**src/shared/rx_pos_pkg.sv**
```systemverilog
`default_nettype none
package rx_pos_pkg;
   // ---------------------------------------------------------------
   // Register offsets.
   // ---------------------------------------------------------------
   localparam logic [7:0] OFS_LINE_AIS = 8'h94;
   localparam logic [7:0] OFS_PAIS_EN = 8'h95;
   localparam logic [7:0] OFS_ALM_PATH = 8'h96;
   localparam logic [7:0] OFS_ALM_LINE = 8'h97;
   localparam logic [7:0] OFS_CFG = 8'hA0;
   localparam logic [7:0] OFS_IRQ_EN = 8'hA1;
   localparam logic [7:0] OFS_IRQ_ST = 8'hA2;
   localparam logic [7:0] OFS_MIN_LEN = 8'hA3;
   localparam logic [7:0] OFS_MAX_LEN_LO = 8'hA4;
   localparam logic [7:0] OFS_MAX_LEN_HI = 8'hA5;
   localparam logic [7:0] OFS_HWM = 8'hA7;
   localparam logic [7:0] OFS_IRQ_CLR = 8'hB0;
   // ---------------------------------------------------------------
   // Reset values.
   // ---------------------------------------------------------------
   localparam logic [7:0] RST_PAIS_EN = 8'hFF;
   localparam logic [7:0] RST_CFG = 8'h12;
   localparam logic [7:0] RST_MIN_LEN = 8'h04;
   localparam logic [15:0] RST_MAX_LEN = 16'h0600;
   localparam logic [7:0] RST_HWM = 8'h40;
   // ---------------------------------------------------------------
   // Field positions.
   // ---------------------------------------------------------------
   localparam int LAIS_SD_BIT = 7;
   localparam int CFG_KILL_TYPE = 7;
   localparam int CFG_FCS_PASS = 6;
   localparam int CFG_RPA_INV = 5;
   localparam int CFG_FCS_SEL_LSB = 3;
   localparam int CFG_PAR_EVEN = 2;
   localparam int CFG_DESCR = 1;
   localparam int CFG_FIFO_CLR = 0;
   localparam int IRQ_MINL = 5;
   localparam int IRQ_MAXL = 4;
   localparam int IRQ_ABRT = 3;
   localparam int IRQ_FCS = 2;
   localparam int IRQ_OVR = 1;
   // ---------------------------------------------------------------
   // Check sequence constants.
   // ---------------------------------------------------------------
   localparam logic [15:0] CRC16_POLY = 16'h8408;
   localparam logic [15:0] CRC16_GOOD = 16'hF0B8;
   localparam logic [31:0] CRC32_POLY = 32'hEDB8_8320;
   localparam logic [31:0] CRC32_GOOD = 32'hDEBB_20E3;
   localparam logic [31:0] CRC_INIT = 32'hFFFF_FFFF;
   localparam int DSC_TAPS = 43;
   typedef enum logic [1:0] {
      FCS_NONE = 2'b00,
      FCS_CCITT = 2'b01,
      FCS_CRC32 = 2'b10,
      FCS_RSVD = 2'b11
   } fcs_sel_t;
   typedef enum logic [1:0] {WS_IDLE, WS_RUN, WS_FLUSH, WS_DROP} wstate_t;
   typedef struct packed {
      logic [15:0] data;
      logic mod;
      logic eop;
      logic err;
   } fifo_word_t;
   typedef struct packed {
      fifo_word_t w;
      logic val;
      logic prty;
   } rd_out_t;
endpackage
`default_nettype wire

```
**src/core/rx_path_ais_pos_cfg.sv**
```systemverilog
// The implementer's own choice: strobed register access.
`timescale 1ns/1ns
`default_nettype none
// Contract
// - With degrade enable set, insert line AIS while signal degrade is declared.
// - Path AIS forces cell delineation loss in ATM, flag fill (kill) in POS.
// - Trace mismatch, trace unstable, path AIS, pointer loss each assert path AIS.
// - Label mismatch/unstable, concat pointer loss, concat AIS also assert; enables reset one.
// - Fourteen alarms ORed onto alarm output only when enabled; enables reset zero.
// - FIFO clear bit empties FIFO and drops writes until written back to zero.
// - Descramble enable applies x^43+1 self-synchronous descrambling; resets to one.
// - Parity covers sixteen-bit data bus: even when bit set, odd otherwise.
// - FCS select: 00 none, 01 CRC-CCITT, 10 CRC-32, 11 reserved; reset 10.
// - FCS computed over whole packet after destuffing and descrambling.
// - Invert bit makes packet-available output active low.
// - FCS pass bit keeps FCS bytes in FIFO; otherwise they are stripped.
// - Frame kill input is driven by the path AIS result.
// - Kill type zero ends packet as abort; one ends it as FCS error.
// - Overrun raises interrupt only when its enable is set.
// - FCS error raises interrupt when enabled.
// - Aborted packet raises interrupt when enabled.
// - Too long or too short packets raise interrupts when enabled.
module rx_path_ais_pos_cfg
   import rx_pos_pkg::*;
#(
   parameter int FIFO_WORDS = 128
) (
   // Clock and reset
   input wire logic CLK_SYS_I,
   input wire logic ARST_N_I,
   // Register port
   input wire logic [7:0] REG_ADDR_I,
   input wire logic [7:0] REG_WDATA_I,
   input wire logic REG_WR_I,
   input wire logic REG_RD_I,
   output logic [7:0] REG_RDATA_O,
   // Defect indications
   input wire logic SIG_DEGRADE_I,
   input wire logic [7:0] PAIS_SRC_I,
   input wire logic [6:0] LINE_ALARM_I,
   input wire logic [6:0] PATH_ALARM_I,
   input wire logic ATM_MODE_I,
   // Consequent actions
   output logic LINE_AIS_INS_O,
   output logic PATH_AIS_O,
   output logic LCD_FORCE_O,
   output logic RECEIVE_ALARM_OUTPUT_O,
   // Destuffed frame bytes
   input wire logic [7:0] RX_BYTE_I,
   input wire logic RX_BYTE_VALID_I,
   input wire logic RX_FRAME_END_I,
   input wire logic RX_FRAME_ABORT_I,
   // FIFO read side
   input wire logic RX_READ_EN_I,
   output logic [15:0] RX_DATA_BUS_O,
   output logic RX_MOD_O,
   output logic RX_EOP_O,
   output logic RX_ERR_O,
   output logic RX_VALID_O,
   output logic RX_PARITY_OUTPUT_O,
   output logic PKT_AVAIL_OUTPUT_O,
   // Interrupt
   output logic IRQ_O
);
   localparam int AW = $clog2(FIFO_WORDS);

   // ---------------------------------------------------------------
   // Arithmetic helpers.
   // ---------------------------------------------------------------
   function automatic logic [50:0] descr(input logic [42:0] st, input logic [7:0] d);
      logic [42:0] t;
      logic [7:0] o;
      t = st;
      o = '0;
      for (int i = 0; i < 8; i++) begin
         o[i] = d[i] ^ t[DSC_TAPS-1];
         t = {t[41:0], d[i]};
      end
      return {t, o};
   endfunction

   function automatic logic [31:0] crc_b(input logic [31:0] c, input logic [7:0] d, input logic wide);
      logic [31:0] r;
      r = c;
      for (int i = 0; i < 8; i++) begin
         if (wide) begin
            r = (r >> 1) ^ ((r[0] ^ d[i]) ? CRC32_POLY : 32'h0000_0000);
         end else begin
            r = {16'h0000, (r[15:0] >> 1) ^ ((r[0] ^ d[i]) ? CRC16_POLY : 16'h0000)};
         end
      end
      return r;
   endfunction

   // ---------------------------------------------------------------
   // State.
   // ---------------------------------------------------------------
   typedef struct packed {
      logic sd_ins_en;
      logic [7:0] pais_en;
      logic [6:0] alm_path;
      logic [6:0] alm_line;
      logic [7:0] cfg;
      logic [5:1] ien;
      logic [5:1] ist;
      logic [7:0] min_len;
      logic [15:0] max_len;
      logic [7:0] hwm;
      logic [7:0] rdata;
      logic lais;
      logic pais;
      logic lcd;
      logic alarm;
      logic pkt_avail_output;
      logic irq;
      wstate_t ws;
      logic [42:0] dsc;
      logic [31:0] crc;
      logic [15:0] len;
      logic [2:0] hc;
      logic [31:0] dly;
      logic hh;
      logic [7:0] hold;
      fifo_word_t pw;
      logic pv;
      logic perr;
      logic kd;
      logic [AW:0] wp;
      logic [AW:0] rp;
      logic [AW:0] neop;
      rd_out_t ro;
   } st_t;

   st_t s_r;
   st_t s_nxt;
   fifo_word_t mem [FIFO_WORDS];
   fifo_word_t wword;
   fifo_word_t rword;
   logic wreq;
   logic we;
   logic [5:1] ev;
   logic [5:1] clr_mask;
   logic [AW:0] used;
   logic clr;
   logic [2:0] fcs_n;
   logic [2:0] keep;
   logic [50:0] dres;
   logic [7:0] d;
   logic e_vld;
   logic [7:0] e_byte;
   logic [31:0] crc_new;
   logic [15:0] len_new;
   logic fcs_bad;
   logic rd_eop;
   fcs_sel_t fsel;

   assign rword = mem[s_r.rp[AW-1:0]];

   always_comb begin
      s_nxt = s_r;
      wreq = 1'b0;
      we = 1'b0;
      wword = '0;
      ev = '0;
      clr_mask = '0;
      e_vld = 1'b0;
      e_byte = '0;
      rd_eop = 1'b0;
      crc_new = s_r.crc;
      len_new = s_r.len;
      fcs_bad = 1'b0;
      clr = s_r.cfg[CFG_FIFO_CLR];
      used = s_r.wp - s_r.rp;
      fsel = fcs_sel_t'(s_r.cfg[CFG_FCS_SEL_LSB+:2]);
      fcs_n = (fsel == FCS_CRC32) ? 3'd4 : (fsel == FCS_CCITT) ? 3'd2 : 3'd0;
      keep = s_r.cfg[CFG_FCS_PASS] ? 3'd0 : fcs_n;
      dres = descr(s_r.dsc, RX_BYTE_I);
      d = s_r.cfg[CFG_DESCR] ? dres[7:0] : RX_BYTE_I;
      // -------------------------------------------------------------
      // Register port.
      // -------------------------------------------------------------
      if (REG_WR_I) begin
         unique case (REG_ADDR_I)
            OFS_LINE_AIS: s_nxt.sd_ins_en = REG_WDATA_I[LAIS_SD_BIT];
            OFS_PAIS_EN: s_nxt.pais_en = REG_WDATA_I;
            OFS_ALM_PATH: s_nxt.alm_path = REG_WDATA_I[6:0];
            OFS_ALM_LINE: s_nxt.alm_line = REG_WDATA_I[6:0];
            OFS_CFG: s_nxt.cfg = REG_WDATA_I;
            OFS_IRQ_EN: s_nxt.ien = REG_WDATA_I[5:1];
            OFS_MIN_LEN: s_nxt.min_len = REG_WDATA_I;
            OFS_MAX_LEN_LO: s_nxt.max_len[7:0] = REG_WDATA_I;
            OFS_MAX_LEN_HI: s_nxt.max_len[15:8] = REG_WDATA_I;
            OFS_HWM: s_nxt.hwm = REG_WDATA_I;
            OFS_IRQ_CLR: clr_mask = REG_WDATA_I[5:1];
            default: ;
         endcase
      end
      s_nxt.rdata = '0;
      if (REG_RD_I) begin
         unique case (REG_ADDR_I)
            OFS_LINE_AIS: s_nxt.rdata = {s_r.sd_ins_en, 7'h00};
            OFS_PAIS_EN: s_nxt.rdata = s_r.pais_en;
            OFS_ALM_PATH: s_nxt.rdata = {1'b0, s_r.alm_path};
            OFS_ALM_LINE: s_nxt.rdata = {1'b0, s_r.alm_line};
            OFS_CFG: s_nxt.rdata = s_r.cfg;
            OFS_IRQ_EN: s_nxt.rdata = {2'b00, s_r.ien, 1'b0};
            OFS_IRQ_ST: s_nxt.rdata = {2'b00, s_r.ist, 1'b0};
            OFS_MIN_LEN: s_nxt.rdata = s_r.min_len;
            OFS_MAX_LEN_LO: s_nxt.rdata = s_r.max_len[7:0];
            OFS_MAX_LEN_HI: s_nxt.rdata = s_r.max_len[15:8];
            OFS_HWM: s_nxt.rdata = s_r.hwm;
            default: ;
         endcase
      end
      // -------------------------------------------------------------
      // Consequent actions and alarm output.
      // -------------------------------------------------------------
      s_nxt.lais = s_r.sd_ins_en & SIG_DEGRADE_I;
      s_nxt.pais = |(s_r.pais_en & PAIS_SRC_I);
      s_nxt.lcd = s_nxt.pais & ATM_MODE_I;
      s_nxt.alarm = |(LINE_ALARM_I & s_r.alm_line) | |(PATH_ALARM_I & s_r.alm_path);
      // -------------------------------------------------------------
      // Frame write side.
      // -------------------------------------------------------------
      if (RX_BYTE_VALID_I) begin
         s_nxt.dsc = dres[50:8];
      end
      unique case (s_r.ws)
         WS_IDLE, WS_RUN: begin
            if (s_r.pais) begin
               if (s_r.ws == WS_RUN) begin
                  ev[s_r.cfg[CFG_KILL_TYPE] ? IRQ_FCS : IRQ_ABRT] = 1'b1;
                  s_nxt.perr = 1'b1;
                  s_nxt.kd = !(RX_FRAME_ABORT_I || (RX_BYTE_VALID_I && RX_FRAME_END_I));
                  s_nxt.ws = WS_FLUSH;
               end else if (RX_BYTE_VALID_I && !RX_FRAME_END_I) begin
                  s_nxt.ws = WS_DROP;
               end
            end else if (RX_FRAME_ABORT_I) begin
               if (s_r.ws == WS_RUN) begin
                  ev[IRQ_ABRT] = 1'b1;
                  s_nxt.perr = 1'b1;
                  s_nxt.kd = 1'b0;
                  s_nxt.ws = WS_FLUSH;
               end
            end else if (RX_BYTE_VALID_I) begin
               if (s_r.ws == WS_IDLE) begin
                  s_nxt.crc = CRC_INIT;
                  s_nxt.len = '0;
                  s_nxt.hc = '0;
                  s_nxt.hh = 1'b0;
                  s_nxt.pv = 1'b0;
                  s_nxt.perr = 1'b0;
                  s_nxt.kd = 1'b0;
               end
               crc_new = crc_b(s_nxt.crc, d, fsel == FCS_CRC32);
               len_new = s_nxt.len + 16'd1;
               s_nxt.crc = crc_new;
               s_nxt.len = len_new;
               s_nxt.ws = WS_RUN;
               if (keep == 3'd0) begin
                  e_vld = 1'b1;
                  e_byte = d;
               end else if (s_nxt.hc < keep) begin
                  s_nxt.hc = s_nxt.hc + 3'd1;
               end else begin
                  e_vld = 1'b1;
                  e_byte = s_r.dly[8*(keep-3'd1)+:8];
               end
               s_nxt.dly = {s_r.dly[23:0], d};
               if (e_vld) begin
                  if (!s_nxt.hh) begin
                     wreq = s_nxt.pv;
                     wword = s_nxt.pw;
                     s_nxt.pv = 1'b0;
                     s_nxt.hold = e_byte;
                     s_nxt.hh = 1'b1;
                  end else begin
                     s_nxt.pw = '{data: {s_nxt.hold, e_byte}, mod: 1'b0, eop: 1'b0, err: 1'b0};
                     s_nxt.pv = 1'b1;
                     s_nxt.hh = 1'b0;
                  end
               end
               if (RX_FRAME_END_I) begin
                  if (fsel == FCS_CRC32) begin
                     fcs_bad = crc_new != CRC32_GOOD;
                  end else if (fsel == FCS_CCITT) begin
                     fcs_bad = crc_new[15:0] != CRC16_GOOD;
                  end
                  ev[IRQ_FCS] = fcs_bad;
                  ev[IRQ_MAXL] = 17'(len_new) > 17'(s_r.max_len) + 17'(fcs_n);
                  ev[IRQ_MINL] = 17'(len_new) < 17'(s_r.min_len) + 17'(fcs_n);
                  s_nxt.perr = fcs_bad | ev[IRQ_MAXL] | ev[IRQ_MINL];
                  s_nxt.ws = WS_FLUSH;
               end
            end
         end
         WS_FLUSH: begin
            wreq = 1'b1;
            if (s_r.hh) begin
               wword = '{data: {s_r.hold, 8'h00}, mod: 1'b1, eop: 1'b1, err: s_r.perr};
            end else if (s_r.pv) begin
               wword = '{data: s_r.pw.data, mod: 1'b0, eop: 1'b1, err: s_r.perr};
            end else begin
               wword = '{data: 16'h0000, mod: 1'b1, eop: 1'b1, err: s_r.perr};
            end
            s_nxt.hh = 1'b0;
            s_nxt.pv = 1'b0;
            s_nxt.ws = (s_r.kd && !RX_FRAME_ABORT_I && !(RX_BYTE_VALID_I && RX_FRAME_END_I)) ? WS_DROP : WS_IDLE;
         end
         WS_DROP: begin
            if (RX_FRAME_ABORT_I || (RX_BYTE_VALID_I && RX_FRAME_END_I)) begin
               s_nxt.ws = WS_IDLE;
            end
         end
      endcase
      if (wreq && !clr) begin
         if (used == (AW+1)'(FIFO_WORDS)) begin
            ev[IRQ_OVR] = 1'b1;
         end else begin
            we = 1'b1;
            s_nxt.wp = s_r.wp + 1'b1;
         end
      end
      // -------------------------------------------------------------
      // Read side.
      // -------------------------------------------------------------
      s_nxt.ro.val = 1'b0;
      if (RX_READ_EN_I && used != '0 && !clr) begin
         s_nxt.ro.w = rword;
         s_nxt.ro.val = 1'b1;
         s_nxt.ro.prty = s_r.cfg[CFG_PAR_EVEN] ? ^rword.data : ~^rword.data;
         s_nxt.rp = s_r.rp + 1'b1;
         rd_eop = rword.eop;
      end
      s_nxt.neop = s_r.neop + (AW+1)'(we && wword.eop) - (AW+1)'(rd_eop);
      if (clr) begin
         s_nxt.wp = '0;
         s_nxt.rp = '0;
         s_nxt.neop = '0;
      end
      s_nxt.pkt_avail_output = ((32'(used) * 2 > 32'(s_r.hwm)) || s_r.neop != '0) ^ s_r.cfg[CFG_RPA_INV];
      // -------------------------------------------------------------
      // Interrupt status.
      // -------------------------------------------------------------
      s_nxt.ist = (s_r.ist & ~clr_mask) | ev;
      s_nxt.irq = |(s_r.ist & s_r.ien);
   end

   always_ff @(posedge CLK_SYS_I or negedge ARST_N_I) begin
      if (!ARST_N_I) begin
         s_r <= '0;
         s_r.pais_en <= RST_PAIS_EN;
         s_r.cfg <= RST_CFG;
         s_r.min_len <= RST_MIN_LEN;
         s_r.max_len <= RST_MAX_LEN;
         s_r.hwm <= RST_HWM;
      end else begin
         s_r <= s_nxt;
      end
   end

   always_ff @(posedge CLK_SYS_I) begin
      if (we) begin
         mem[s_r.wp[AW-1:0]] <= wword;
      end
   end

   // ---------------------------------------------------------------
   // Outputs.
   // ---------------------------------------------------------------
   assign REG_RDATA_O = s_r.rdata;
   assign LINE_AIS_INS_O = s_r.lais;
   assign PATH_AIS_O = s_r.pais;
   assign LCD_FORCE_O = s_r.lcd;
   assign RECEIVE_ALARM_OUTPUT_O = s_r.alarm;
   assign RX_DATA_BUS_O = s_r.ro.w.data;
   assign RX_MOD_O = s_r.ro.w.mod;
   assign RX_EOP_O = s_r.ro.w.eop;
   assign RX_ERR_O = s_r.ro.w.err;
   assign RX_VALID_O = s_r.ro.val;
   assign RX_PARITY_OUTPUT_O = s_r.ro.prty;
   assign PKT_AVAIL_OUTPUT_O = s_r.pkt_avail_output;
   assign IRQ_O = s_r.irq;
endmodule // rx_path_ais_pos_cfg
`default_nettype wire

```
**config.mk**
```make
export PLATFORM = sky130hd
export DESIGN_NAME = rx_path_ais_pos_cfg
export DESIGN_NICKNAME = d
export VERILOG_FILES = /design/src/shared/rx_pos_pkg.sv /design/src/core/rx_path_ais_pos_cfg.sv
export SDC_FILE = /design/constraint.sdc
export NUM_CORES = 2
export LEC_CHECK = 0
export BUFFER_PORTS_ARGS = -buffer_cell sky130_fd_sc_hd__buf_2
export CORE_MARGIN = 3
export CORE_UTILIZATION = 45
export CTS_BUF_LIST = sky130_fd_sc_hd__clkbuf_2 sky130_fd_sc_hd__clkbuf_4 sky130_fd_sc_hd__clkbuf_8
export DETAILED_ROUTE_END_ITERATION = 10
export SETUP_SLACK_MARGIN = 0.2
export SKIP_CTS_REPAIR_TIMING = 1
export SYNTH_ARGS = -nofsm -noshare
export SYNTH_HDL_FRONTEND = slang
export SYNTH_SLANG_ARGS = --single-unit
```
**constraint.sdc**
```tcl
create_clock -name CLK_SYS_I -period 7.8 [get_ports CLK_SYS_I]
set_input_delay 0.39 -clock CLK_SYS_I [delete_from_list [all_inputs] [get_ports CLK_SYS_I]]
set_output_delay 0.39 -clock CLK_SYS_I [all_outputs]
set_load 0.02 [all_outputs]
```
==> out/metrics.cfg <==
[critical_path]
max_stage_delay_ns = 1.01
cp-start-kind = flip-flop
crit_chain = or2_2, and2_1, ha_1, a21o_1, nor2_1, a211o_1, o21ai_0, o31ai_4, buf_4, nor4_1, nand2_1, nor2_2, buf_4
cp-end-kind = flip-flop
cp-startpoint = s_r[203]$_DFFE_PN0P_
criticalPathCategory = flip-flop to flip-flop
arrival_ns = 7.14
crit_fanout = 23
reg2reg_from = s_r[203]$_DFFE_PN0P_
cp_common_cell = buf_4
cp_slowest_cell = nor4_1
cp_data_required_time_ns = 8.51

[synth]
yosysWarnings = 0
synth_cells = 5789
synth_top_area_share_pct = 66.44
synth_most_common_cell = edfxtp_1
yosys-top-cells-count = 2432 x edfxtp_1, 580 x mux4_2, 362 x nand2_1, 283 x nor2_1, 274 x dfrtp_1
syn_nets = 5908
synth_area_mm2 = 0.1099
ys_types = 85
synth-main-ff-cell = edfxtp_1
synth_edf_count = 2432
yosysTopAreaCell = edfxtp_1
synth_area_leaders = edfxtp_1 66%, mux4_2 12%, dfrtp_1 6.2%
synth_seq_cells = 2720
yosysSeqAreaShare_pct = 73.01
postSynth.asyncResetShare_pct = 10.59
synth.avg_cell_area_um2 = 18.99

[pwr]
combPwrFrac_pct = 35.0
seqPwrFrac_pct = 38.9
switching_share_pct = 35.01
peakVddDrop_v = 0.0003735
p_total_mw = 46.13
clkPwrFrac_pct = 26.1
internal-power_mw = 29.98
p_leak_nw = 42.16
p_per_area_mw_per_mm2 = 372.7
power.switching_mw = 16.15

[clock_tree]
cts_buffer_depth = 4
h-tree-depth = 5
cts_root_buf = clkbuf_8
tritoncts = done
clk_latency_ns = 1.12
path_clk_slew_ns = 0.06
clkSinkCount = 2720
numCtsBuffers = 445

[final_layout]
seqCellArea_mm2 = 0.08027
fin_area_mm2 = 0.1238
post-route-util_pct = 51.22
multi_input_area_mm2 = 0.02792
fill_cells = 19380
drive_gt1_share_pct = 29.46
area.growth.synth_to_final_pct = 12.61
instances_no_fill = 9797
final_nets = 6385

[floorplan]
fp.dieH_um = 500.2
dieArea_mm2 = 0.2502
start_util_pct = 45.48
num_rows = 180
core_mm2 = 0.2417
fp.dieW_um = 500.2
pin_count = 91

[run]
maxCapViolCount = 0

[timing]
tightestPinTransition_ns = 1.303
maxSlewViolCount = 0
finalSetupViolations = 0
fmax_mhz = 155.5
hold_viol = 0
finalWorstSetupSlack_ns = 1.371
min_period_over_period_pct = 82.42
fin_crit_ns = 6.429
finalSetupTns_ns = 0
rsz0062_at_grt = false
whs_ns = 0.06774
maxSlewHeadroom_pct = 12.30
skew_ns = 0.1123

[route]
wire_per_inst_um = 31.27
via_count = 58910
wirelength_mm = 306.4
drtIter0Drc = 6740
ant_nets = 0
drc = 0
dr.pass1.iters = 6
viasPerCell = 6.013

[min_path]
hold_class = primary input to flip-flop
hold_path.startpoint = REG_ADDR_I[1]

[global_route]
grt_usage_pct = 24.32
grt_pass1_wl_mm = 436.7
grt_start_max_net_pins = 186
grt_pass1_vias = 59430
grt_overflow_total = 0
antenna_found_initial = 10

[place]
gp_congestion = 0.8983
pre_cts_ws_ns = 1.405
hpwl_mm = 179.0
numPortBuffers = 90
placed_area_mm2 = 0.1148
place_inst = 8960

[status]
outcome = finished clean

cells in the final DEF, fill, tap and decap left out, types with 101 or more instances in the layout:
cell type / instances
a21oi_1: 132
buf_4: 220
dfrtp_1: 267
mux2i_1: 239
mux4_2: 580
nand2_1: 361
edfxtp_1: 2432
o21ai_0: 101
nor2_1: 140
nor2_2: 135
clkbuf_8: 466
mux2_2: 140
clkbuf_4: 159
final timing paths:
check | cells after the start | slack, ns | end
max | 13 | 1.37 | mem[32][0]$_DFFE_PP_
min | 5 | 0.07 | REG_RDATA_O[6]$_DFF_PN0_
max reg2reg | 13 | 1.37 | mem[32][0]$_DFFE_PP_
min reg2reg | 2 | 0.46 | s_r[101]$_DFFE_PN0P_
max in group asynchronous | 4 | 5.85 | s_r[82]$_DFFE_PN0P_
min in group asynchronous | 3 | 0.45 | s_r[279]$_DFFE_PN0P_
layout make-up:
type,instances,area share (%)
flip-flops and latches,2720,64.86
multi-input cells,2679,22.56
clock buffers,625,6.146
well taps,3185,3.220
repair buffers,369,2.301
clock inverters,161,0.7410
inverters,51,0.1648
diodes,7,0.01415
power by group through the flow:
stage | Combinational (mW) | Sequential (mW) | Clock [mW]
floorplan | 10.9 | 18.0 | 0
finish | 16.2 | 17.9 | 12.1
detailed placement | 16.1 | 18.2 | 0
global route | 17.1 | 18.0 | 12.9
global placement | 15.9 | 18.2 | 0
CTS | 16.1 | 17.9 | 12.3
worst max-delay path, delay by kind of cell, from the launching register on:
family	cells	cell delay (ns)
adder cells (fa/ha/maj)	1	0.26
AND/OR/NAND/NOR	6	3.17
AO/OA/AOI/OAI	4	1.36
buffers and inverters	2	0.59
flip-flops	1	0.64
cell families after synthesis:
| logic type | after synthesis | synth area share (%) |
|---|---|---|
| compound gates | 591 | 3.623 |
| xor+xnor | 165 | 1.492 |
| fa+ha+maj | 63 | 0.7445 |
| buf+inv | 390 | 2.028 |
| flops | 2720 | 73.01 |
| mux | 962 | 15.54 |
| simple gates | 898 | 3.560 |
routing by layer:
metal	vias to the layer above	track usage (%)	part of all wire [%]
li1	24350	-	-
met5	-	0	0.0042
met4	2	9.725	4.1
met2	2773	37.40	46
met3	604	5.952	9.1
met1	31180	33.59	40
registers in the layout (all words and copies together) (netlist names), 2 cells and up:
name / flops
fsel: 2
s_r: 215
REG_RDATA_O: 8
dres: 35
mem: 2432
RX_DATA_BUS_O: 16
No activity file was read; power rests on OpenSTA's default activity.
